File: config.mk
export PLATFORM = sky130hd
export DESIGN_NAME = t2w_timer2_wave
export DESIGN_NICKNAME = d
export VERILOG_FILES = /design/src/logic/t2w_pkg.sv /design/src/logic/t2w_channel.sv /design/src/logic/t2w_timer2_wave.sv
export SDC_FILE = /design/constraint.sdc
export NUM_CORES = 1
export LEC_CHECK = 0
export BUFFER_PORTS_ARGS = -buffer_cell sky130_fd_sc_hd__buf_2
export CORE_ASPECT_RATIO = 0.9
export CORE_MARGIN = 1
export CORE_UTILIZATION = 30
export DETAILED_ROUTE_END_ITERATION = 8
export PLACE_DENSITY = 0.49
export SKIP_LAST_GASP = 1
export SLEW_MARGIN = 20
export SYNTH_ARGS = -nofsm -noshare
export SYNTH_HDL_FRONTEND = slang
export SYNTH_SLANG_ARGS = --single-unit
File: constraint.sdc
create_clock -name clk -period 8.3 [get_ports clk]
set_clock_uncertainty 0.1 [all_clocks]
set_input_delay 0.415 -clock clk [delete_from_list [all_inputs] [get_ports clk]]
set_output_delay 0.415 -clock clk [all_outputs]
set_load 0.01 [all_outputs]
File: src/logic/t2w_pkg.sv
// Package: register map, field layout, mode codes and carrier types of the timer2 waveform block
//
// Functional notes
// - A nonzero output action field hands its pin to the compare output, except a PWM code 0,1 that does not toggle; zero leaves it with the port.
// - The pin driver is enabled only while the pin direction bit is set, whoever owns the pin.
// - In normal and clear-on-match modes action codes mean disconnect, toggle, clear and set on match.
// - In fast PWM channel A code 0,1 disconnects with top mode bit 0 and toggles on match with it 1.
// - In fast PWM code 1,0 clears on match and sets at bottom, code 1,1 sets on match and clears at bottom.
// - In fast PWM a compare value equal to TOP with the high action bit set ignores the match but still acts at bottom.
// - In phase-correct PWM code 1,0 clears on an up-count match and sets on a down-count match, 1,1 the reverse.
// - In phase-correct PWM channel A code 0,1 disconnects with top mode bit 0 and toggles on match with it 1.
// - In phase-correct PWM a compare value equal to TOP with the high action bit set ignores the match but acts at TOP.
// - Bits 3:2 of the output wave control register ignore writes and read as zero.
// - The two low waveform bits and the top mode bit form a 3-bit mode code, with codes 4 and 6 reserved.
// - Modes 0 and 2 update compare values at once and flag overflow at 0xff, TOP being 0xff or compare value A.
// - Modes 1 and 5 update at TOP and flag at bottom, modes 3 and 7 update at TOP and flag at MAX or TOP.
package t2w_pkg;

  // ****************************************************************
  // Register byte addresses
  // ****************************************************************
  localparam logic [7:0] T2W_OFS_WAVE_CTRL  = 8'h00; // timer2_output_wave_control
  localparam logic [7:0] T2W_OFS_CLK_CTRL   = 8'h04; // timer2_clock_force_control
  localparam logic [7:0] T2W_OFS_COUNT      = 8'h08;
  localparam logic [7:0] T2W_OFS_CMP_A      = 8'h0c;
  localparam logic [7:0] T2W_OFS_CMP_B      = 8'h10;
  localparam logic [7:0] T2W_OFS_IRQ_STAT   = 8'h14;
  localparam logic [7:0] T2W_OFS_IRQ_MASK   = 8'h18;
  localparam logic [7:0] T2W_OFS_PIN_CTRL   = 8'h1c;

  // ****************************************************************
  // Field positions and reset values
  // ****************************************************************
  localparam int T2W_F_ACT_A     = 6;  // chan_a_output_action 7:6
  localparam int T2W_F_ACT_B     = 4;  // chan_b_output_action 5:4
  localparam int T2W_F_LOW_BITS  = 0;  // waveform_mode_low_bits 1:0
  localparam int T2W_F_TOP_BIT   = 3;  // waveform_mode_top_bit
  localparam int T2W_F_RUN       = 0;  // counter run enable
  localparam int T2W_F_DIR_A     = 0;  // pin direction A
  localparam int T2W_F_DIR_B     = 1;  // pin direction B
  localparam int T2W_F_PORT_A    = 2;  // port data A
  localparam int T2W_F_PORT_B    = 3;  // port data B
  localparam int T2W_F_IRQ_OVF   = 0;  // overflow_flag
  localparam int T2W_F_IRQ_MA    = 1;  // match A
  localparam int T2W_F_IRQ_MB    = 2;  // match B
  localparam logic [7:0] T2W_RST_BYTE = 8'h00;
  localparam logic [7:0] T2W_MAX      = 8'hff;
  localparam logic [7:0] T2W_BOTTOM   = 8'h00;

  // ****************************************************************
  // Mode classes and action codes
  // ****************************************************************
  typedef enum logic [1:0] {
    T2W_CLS_NONPWM = 2'b00,
    T2W_CLS_FAST   = 2'b01,
    T2W_CLS_PHASE  = 2'b10
  } t2w_class_e;

  localparam logic [1:0] T2W_ACT_OFF    = 2'b00;
  localparam logic [1:0] T2W_ACT_TOGGLE = 2'b01;
  localparam logic [1:0] T2W_ACT_CLEAR  = 2'b10;
  localparam logic [1:0] T2W_ACT_SET    = 2'b11;

  // Counter events handed to each channel
  typedef struct packed {
    logic tick;
    logic match;
    logic at_bottom;
    logic at_top;
    logic up;
    logic cmp_is_top;
  } t2w_ev_s;

endpackage

File: src/logic/t2w_channel.sv
// Compare-output waveform unit for one channel
`timescale 1ns/1ps
`default_nettype none
module t2w_channel
  import t2w_pkg::*;
#(
  parameter bit IS_CHAN_A = 1'b1
) (
  // Clock and reset
  input  wire logic       clk,
  input  wire logic       reset,
  // Control
  input  wire t2w_class_e cls,
  input  wire logic [1:0] action,
  input  wire logic       top_bit,
  input  wire t2w_ev_s    ev,
  // Result
  output logic            wave,
  output logic            connected
);

  logic wave_r;
  logic wave_nxt;
  logic toggle_ok;
  logic hi_ignored;

  // Code 0,1 toggles in PWM only on channel A with top bit set
  assign toggle_ok  = (cls == T2W_CLS_NONPWM) || (IS_CHAN_A && top_bit);
  assign hi_ignored = action[1] && ev.cmp_is_top;
  assign connected  = action[1] || (action[0] && toggle_ok);
  assign wave       = wave_r;

  // Next output level from class, action and events
  always_comb begin
    wave_nxt = wave_r;
    if (ev.tick) begin
      case (cls)
        T2W_CLS_NONPWM: begin
          if (ev.match) begin
            case (action)
              T2W_ACT_TOGGLE: wave_nxt = ~wave_r;
              T2W_ACT_CLEAR:  wave_nxt = 1'b0;
              T2W_ACT_SET:    wave_nxt = 1'b1;
              default:        wave_nxt = wave_r;
            endcase
          end
        end
        T2W_CLS_FAST: begin
          if (action[1]) begin
            if (ev.at_bottom) begin
              wave_nxt = ~action[0];
            end else if (ev.match && !hi_ignored) begin
              wave_nxt = action[0];
            end
          end else if (action == T2W_ACT_TOGGLE && toggle_ok && ev.match) begin
            wave_nxt = ~wave_r;
          end
        end
        T2W_CLS_PHASE: begin
          if (action[1]) begin
            if (hi_ignored) begin
              if (ev.at_top) begin
                wave_nxt = ~action[0];
              end
            end else if (ev.match) begin
              wave_nxt = ev.up ? action[0] : ~action[0];
            end
          end else if (action == T2W_ACT_TOGGLE && toggle_ok && ev.match) begin
            wave_nxt = ~wave_r;
          end
        end
        default: wave_nxt = wave_r;
      endcase
    end
  end

  // Output level register
  always_ff @(posedge clk) begin
    if (reset) begin
      wave_r <= 1'b0;
    end else begin
      wave_r <= wave_nxt;
    end
  end

endmodule
`default_nettype wire

File: src/logic/t2w_timer2_wave.sv
// Timer2 counter, waveform modes, compare outputs and AHB-Lite register slave
`timescale 1ns/1ps
`default_nettype none
module t2w_timer2_wave
  import t2w_pkg::*;
(
  // Clock and reset
  input  wire logic        clk,
  input  wire logic        reset,
  // AHB-Lite slave
  input  wire logic        hsel,
  input  wire logic [31:0] haddr,
  input  wire logic [1:0]  htrans,
  input  wire logic        hwrite,
  input  wire logic [2:0]  hsize,
  input  wire logic [31:0] hwdata,
  input  wire logic        hready,
  output logic [31:0]      hrdata,
  output logic             hreadyout,
  output logic             hresp,
  // Compare output pins
  output logic             compare_out_a,
  output logic             compare_out_a_oe,
  output logic             compare_out_b,
  output logic             compare_out_b_oe,
  // Interrupt
  output logic             irq
);

  // ****************************************************************
  // Registers
  // ****************************************************************
  logic [7:0] wave_ctrl_r;
  logic       top_bit_r;
  logic       run_r;
  logic [7:0] count_r;
  logic [7:0] count_nxt;
  logic       up_r;
  logic       up_nxt;
  logic [7:0] cmp_a_buf_r;
  logic [7:0] cmp_b_buf_r;
  logic [7:0] cmp_a_r;
  logic [7:0] cmp_b_r;
  logic [2:0] irq_stat_r;
  logic [2:0] irq_mask_r;
  logic [3:0] pin_ctrl_r;
  logic       wr_pend_r;
  logic [7:0] wr_addr_r;
  logic [31:0] hrdata_r;

  // Writable bits of the wave control register; 3:2 stay zero
  localparam logic [7:0] WAVE_WR_MASK = 8'hf3;

  // ****************************************************************
  // Bus decode
  // ****************************************************************
  logic        addr_phase;
  logic        wr_now;
  logic [7:0]  wdat;
  logic [31:0] rd_val;
  logic [7:0]  a_ofs;

  function automatic logic hit(input logic [7:0] ofs, input logic [7:0] target);
    hit = (ofs == target);
  endfunction

  // One count step up or down, wrapping at the byte boundary
  function automatic logic [7:0] count_step(input logic [7:0] v, input logic up);
    count_step = up ? v + 8'h01 : v - 8'h01;
  endfunction

  // Counting class of a mode code; reserved codes 4 and 6 act as non-PWM
  function automatic t2w_class_e mode_class(input logic [2:0] m);
    if (m == 3'd3 || m == 3'd7) begin
      mode_class = T2W_CLS_FAST;
    end else if (m == 3'd1 || m == 3'd5) begin
      mode_class = T2W_CLS_PHASE;
    end else begin
      mode_class = T2W_CLS_NONPWM;
    end
  endfunction

  // Address phase taken when selected, ready and NONSEQ or SEQ
  assign addr_phase = hsel && hready && htrans[1];
  assign a_ofs      = haddr[7:0];
  assign wr_now     = wr_pend_r;
  assign wdat       = hwdata[7:0];
  assign hreadyout  = 1'b1;
  assign hresp      = 1'b0;
  assign hrdata     = hrdata_r;

  // ****************************************************************
  // Mode decode
  // ****************************************************************
  logic [2:0]  mode;
  t2w_class_e  cls;
  logic        top_is_cmp;
  logic [7:0]  top_val;
  logic [1:0]  act_a;
  logic [1:0]  act_b;

  assign mode       = {top_bit_r, wave_ctrl_r[T2W_F_LOW_BITS +: 2]};
  assign cls        = mode_class(mode);
  assign top_is_cmp = (mode == 3'd2) || (mode == 3'd5) || (mode == 3'd7);
  assign top_val    = top_is_cmp ? cmp_a_r : T2W_MAX;
  assign act_a      = wave_ctrl_r[T2W_F_ACT_A +: 2];
  assign act_b      = wave_ctrl_r[T2W_F_ACT_B +: 2];

  // ****************************************************************
  // Counter events
  // ****************************************************************
  logic tick;
  logic at_top;
  logic at_bottom;
  logic load_cmp;
  logic ovf_ev;
  logic cnt_wr;

  assign tick      = run_r;
  assign at_top    = (count_r == top_val);
  assign at_bottom = (count_r == T2W_BOTTOM);
  assign cnt_wr    = wr_now && hit(wr_addr_r, T2W_OFS_COUNT);

  // Buffered compare values load at TOP in PWM modes, else at once
  assign load_cmp = (cls == T2W_CLS_NONPWM) ? 1'b1 : (tick && at_top);

  // Overflow flag point per mode
  assign ovf_ev = tick && (
                    (cls == T2W_CLS_PHASE)  ? (at_bottom && !up_r) :
                    (cls == T2W_CLS_FAST)   ? at_top :
                                              (count_r == T2W_MAX));

  // Next count and direction
  always_comb begin
    count_nxt = count_r;
    up_nxt    = up_r;
    if (tick) begin
      if (cls == T2W_CLS_PHASE) begin
        if (up_r && at_top) begin
          up_nxt    = 1'b0;
          count_nxt = count_step(count_r, 1'b0);
        end else if (!up_r && at_bottom) begin
          up_nxt    = 1'b1;
          count_nxt = count_step(count_r, 1'b1);
        end else begin
          count_nxt = count_step(count_r, up_r);
        end
      end else begin
        up_nxt    = 1'b1;
        count_nxt = at_top ? T2W_BOTTOM : count_step(count_r, 1'b1);
      end
    end
  end

  // Counter and direction register
  always_ff @(posedge clk) begin
    if (reset) begin
      count_r <= T2W_RST_BYTE;
      up_r    <= 1'b1;
    end else if (cnt_wr) begin
      count_r <= wdat;
      up_r    <= up_r;
    end else begin
      count_r <= count_nxt;
      up_r    <= up_nxt;
    end
  end

  // Active compare values
  always_ff @(posedge clk) begin
    if (reset) begin
      cmp_a_r <= T2W_RST_BYTE;
      cmp_b_r <= T2W_RST_BYTE;
    end else if (load_cmp) begin
      cmp_a_r <= cmp_a_buf_r;
      cmp_b_r <= cmp_b_buf_r;
    end
  end

  // ****************************************************************
  // Compare channels
  // ****************************************************************
  t2w_ev_s ev_a;
  t2w_ev_s ev_b;
  logic    wave_a;
  logic    wave_b;
  logic    conn_a;
  logic    conn_b;

  assign ev_a = '{tick: tick, match: (count_r == cmp_a_r), at_bottom: at_bottom,
                  at_top: at_top && up_r, up: up_r, cmp_is_top: (cmp_a_r == top_val)};
  assign ev_b = '{tick: tick, match: (count_r == cmp_b_r), at_bottom: at_bottom,
                  at_top: at_top && up_r, up: up_r, cmp_is_top: (cmp_b_r == top_val)};

  t2w_channel #(.IS_CHAN_A(1'b1)) u_chan_a (
    .clk       (clk),
    .reset     (reset),
    .cls       (cls),
    .action    (act_a),
    .top_bit   (top_bit_r),
    .ev        (ev_a),
    .wave      (wave_a),
    .connected (conn_a)
  );

  t2w_channel #(.IS_CHAN_A(1'b0)) u_chan_b (
    .clk       (clk),
    .reset     (reset),
    .cls       (cls),
    .action    (act_b),
    .top_bit   (top_bit_r),
    .ev        (ev_b),
    .wave      (wave_b),
    .connected (conn_b)
  );

  // Pin muxing: compare output or port data, driver by direction bit
  assign compare_out_a    = conn_a ? wave_a : pin_ctrl_r[T2W_F_PORT_A];
  assign compare_out_b    = conn_b ? wave_b : pin_ctrl_r[T2W_F_PORT_B];
  assign compare_out_a_oe = pin_ctrl_r[T2W_F_DIR_A];
  assign compare_out_b_oe = pin_ctrl_r[T2W_F_DIR_B];

  // ****************************************************************
  // Register writes
  // ****************************************************************
  logic [2:0] irq_ev;
  logic [2:0] irq_clr;

  assign irq_ev  = {tick && ev_b.match, tick && ev_a.match, ovf_ev};
  assign irq_clr = (wr_now && hit(wr_addr_r, T2W_OFS_IRQ_STAT)) ? wdat[2:0] : 3'b000;
  assign irq     = |(irq_stat_r & irq_mask_r);

  // Data phase tracking
  always_ff @(posedge clk) begin
    if (reset) begin
      wr_pend_r <= 1'b0;
      wr_addr_r <= 8'h00;
    end else begin
      wr_pend_r <= addr_phase && hwrite;
      wr_addr_r <= a_ofs;
    end
  end

  // Control registers; reserved bits 3:2 never stored
  always_ff @(posedge clk) begin
    if (reset) begin
      wave_ctrl_r <= T2W_RST_BYTE;
      top_bit_r   <= 1'b0;
      run_r       <= 1'b0;
      cmp_a_buf_r <= T2W_RST_BYTE;
      cmp_b_buf_r <= T2W_RST_BYTE;
      irq_mask_r  <= 3'b000;
      pin_ctrl_r  <= 4'h0;
    end else if (wr_now) begin
      if (hit(wr_addr_r, T2W_OFS_WAVE_CTRL)) begin
        wave_ctrl_r <= wdat & WAVE_WR_MASK;
      end else if (hit(wr_addr_r, T2W_OFS_CLK_CTRL)) begin
        top_bit_r <= wdat[T2W_F_TOP_BIT];
        run_r     <= wdat[T2W_F_RUN];
      end else if (hit(wr_addr_r, T2W_OFS_CMP_A)) begin
        cmp_a_buf_r <= wdat;
      end else if (hit(wr_addr_r, T2W_OFS_CMP_B)) begin
        cmp_b_buf_r <= wdat;
      end else if (hit(wr_addr_r, T2W_OFS_IRQ_MASK)) begin
        irq_mask_r <= wdat[2:0];
      end else if (hit(wr_addr_r, T2W_OFS_PIN_CTRL)) begin
        pin_ctrl_r <= wdat[3:0];
      end
    end
  end

  // Sticky status: a new event wins over a write-one clear
  always_ff @(posedge clk) begin
    if (reset) begin
      irq_stat_r <= 3'b000;
    end else begin
      irq_stat_r <= (irq_stat_r & ~irq_clr) | irq_ev;
    end
  end

  // ****************************************************************
  // Register reads
  // ****************************************************************
  assign rd_val =
    hit(a_ofs, T2W_OFS_WAVE_CTRL) ? {24'h0, wave_ctrl_r & WAVE_WR_MASK} :
    hit(a_ofs, T2W_OFS_CLK_CTRL)  ? {24'h0, 4'h0, top_bit_r, 2'b00, run_r} :
    hit(a_ofs, T2W_OFS_COUNT)     ? {24'h0, count_r} :
    hit(a_ofs, T2W_OFS_CMP_A)     ? {24'h0, cmp_a_buf_r} :
    hit(a_ofs, T2W_OFS_CMP_B)     ? {24'h0, cmp_b_buf_r} :
    hit(a_ofs, T2W_OFS_IRQ_STAT)  ? {29'h0, irq_stat_r} :
    hit(a_ofs, T2W_OFS_IRQ_MASK)  ? {29'h0, irq_mask_r} :
    hit(a_ofs, T2W_OFS_PIN_CTRL)  ? {28'h0, pin_ctrl_r} : 32'h0;

  // Read data captured at the address phase
  always_ff @(posedge clk) begin
    if (reset) begin
      hrdata_r <= 32'h0;
    end else if (addr_phase && !hwrite) begin
      hrdata_r <= rd_val;
    end
  end

endmodule
`default_nettype wire

==> impl_metrics.env <==
export IMPL_fill_cells=1728
export IMPL_clock_sink_count=78
export IMPL_drive_above_1_share_pct=13.9
export IMPL_sw_frac_of_total_pct=24.5
export IMPL_h_tree_depth=3
export IMPL_avgSynthCellArea_sq_um=8.20
export IMPL_dp_cells=794
export IMPL_power_density_nw_per_um2=154
export IMPL_internal_power_uw=623
export IMPL_synthToLayoutAreaGrowth_pct=8.90
export IMPL_fin_tns_setup_ps=0
export IMPL_fin_crit_ps=3720
export IMPL_yosys_warnings=0
export IMPL_synth_flop_cell="dfxtp_1"
export IMPL_rsz0062_at_grt="no"
export IMPL_hold_buffers=0
export IMPL_fmax_ghz=0.268
export IMPL_path_clk_slew_ps=70
export IMPL_core_area_sq_um=16100
export IMPL_insertion_delay_ps=340
export IMPL_cts_made_buffers=9
export IMPL_p_clk_share_pct=49.9
export IMPL_final_common_cell="nor2_1"
export IMPL_yosysSeqAreaShare_pct=31.6
export IMPL_worst_slack_ps=4580
export IMPL_antenna_left=0
export IMPL_r2r_cells=8
export IMPL_fp_dieH_microns=124
export IMPL_power_leakage_uw=0.00207
export IMPL_synth_edf_count=0
export IMPL_die_w_microns=137
export IMPL_synth_seq_cells=78
export IMPL_hold_depth=2
export IMPL_startpoint_type="flop"
export IMPL_routed_wl_mm=14.7
export IMPL_slew_headroom_pct=28.0
export IMPL_endpoint_kind="flop"
export IMPL_grt_pass1_vias=4000
export IMPL_cp_data_arrival_time_ps=3870
export IMPL_drc_errors=0
export IMPL_dp_hpwl_mm=10.4
export IMPL_drv_slew=0
export IMPL_drtIter0Drc=393
export IMPL_rows=44
export IMPL_port_buffers=34
export IMPL_avgViaCountPerCell=5.45
export IMPL_cts_root_buffer="clkbuf_16"
export IMPL_grt_max_degree=81
export IMPL_routedWlPerCell_microns=18.1
export IMPL_final_cells=810
export IMPL_ctsResizeCount=0
export IMPL_synthesis_area_sq_um=4940
export IMPL_cap_violations=0
export IMPL_antenna_found_initial=0
export IMPL_whs_ps=195
export IMPL_seqPwrFrac_pct=45.9
export IMPL_final_hold_viol_count=0
export IMPL_grt_pass1_wl_mm=22.9
export IMPL_p_sw_uw=202
export IMPL_dr_pass1_iters=5
export IMPL_cts_max_path_buffers=2
export IMPL_hold_path_class="input port to flop"
export IMPL_peakVddDrop_mv=0.117
export IMPL_critical_path_class="flop to flop"
export IMPL_diodes=0
export IMPL_die_area_sq_um=17000
export IMPL_fin_util_pct=33.3
export IMPL_tightestPinTransition_ps=1070
export IMPL_synth_cell_types=70
export IMPL_worstPathRequired_ps=8450
export IMPL_async_flop_share_pct=0
export IMPL_io_pins=113
export IMPL_num_vias=4415
export IMPL_syn_inst=602
export IMPL_finalWeightedCongestion=0.863
export IMPL_cts_tree="done"
export IMPL_gr_total_overflow=0
export IMPL_combPwrFrac_pct=4.2
export IMPL_post_place_ws_ps=4730
export IMPL_cts_setup_buffers=0
export IMPL_grt_use_total_pct=17.9
export IMPL_setup_viol=0
export IMPL_final_cell_mix="nor2_1, dfxtp_1, mux2i_1, nand2_1, buf_2"
export IMPL_finalCritPeriodShare_pct=44.9
export IMPL_start_util_pct=30.6
export IMPL_outcome="finished clean"
export IMPL_cp_max_fo=23
export IMPL_fin_nets=674
[power groups by stage]
| stage | Sequential [uW] | Clock (uW) | Combinational [uW] |
|---|---|---|---|
| global placement | 387 | 0 | 34.2 |
| CTS | 379 | 420 | 34.5 |
| detailed placement | 387 | 0 | 34.4 |
| global route | 379 | 437 | 38.7 |
| finish | 379 | 412 | 34.9 |
| floorplan | 386 | 0 | 33.1 |
[area by class of cell]
cell class	instances	area, sq um	share of cell area (%)
clock inverters	7	77.6	1.44
repair buffers	39	208	3.86
well taps	207	259	4.82
flip-flops and latches	78	1560	29.0
clock buffers	9	225	4.19
inverters	9	33.8	0.628
multi-input cells	461	3010	56.0
[path summary, 6_finish.rpt]
check             endpoint  slack (ps)      startpoint
min reg2reg      hrdata[1]         370       hrdata[1]
max          u_chan_b.wave        4580  wave_ctrl_r[0]
max reg2reg  u_chan_b.wave        4580  wave_ctrl_r[0]
min           wr_addr_r[1]         200        haddr[1]
[state kept, by name, summed over array words and instances (netlist names), 3 cells and up]
signal       flops
cmp_a_buf_r      8
cmp_a_r          8
cmp_b_buf_r      8
cmp_b_r          8
count_r          8
hrdata           8
irq_mask_r       3
irq_stat_r       3
pin_ctrl_r       4
wave_ctrl_r      6
wr_addr_r        8
[metal layers]
layer	track usage, %	vias to the layer above	share of wire (%)
met2	26.1	158	43
met4	5.70	0	1.7
met1	26.1	2139	50
li1	-	2098	-
met3	3.74	20	5.4
met5	0	-	0
[critical path, stage by stage, from the launching register on]
cell,delay (ps)
dfxtp_1,880
nand2_1,350
a2111oi_0,560
a311oi_1,90
nor4_1,800
a41oi_1,210
o21ai_0,320
a21oi_1,110
a211oi_1,200
[cell usage after synthesis, drive strengths merged (6+ instances only)]
library cell  number  area share, %
nor2              82            6.2
dfxtp             78             32
mux2i             53             11
buf               43            5.8
nand2             37            2.9
clkbuf            35            2.7
a21oi             28            3.1
o21ai             24            2.4
nand3             20            2.0
nor3              13            1.4
xor2              13            2.3
a31oi             12            1.6
a211oi            11            1.7
xnor2             11            2.0
a22oi              9            1.4
inv                9           0.68
nor2b              9            1.1
nor4               7            1.0
mux2               6            1.4
nand4              6           0.76
or2                6           0.76
[cells by family after synthesis]
family | share of synthesized area [%]
flip-flops | 31.6
buffers and inverters | 9.20
multiplexers | 13.9
adder cells (fa/ha/maj) | 0.507
other | 0.152
XOR/XNOR | 4.26
AND/OR/NAND/NOR | 22.7
AO/OA/AOI/OAI | 17.6
[metrics by stage]
stage / total power, uW / instance area, sq um
after floorplan: 419 / 5030
after global placement: 421 / 5070
after detailed placement: 422 / 5070
after CTS: 833 / 5380
after global routing: 854 / 5380
final: 826 / 5380
Power figures use the tool's default switching activity.
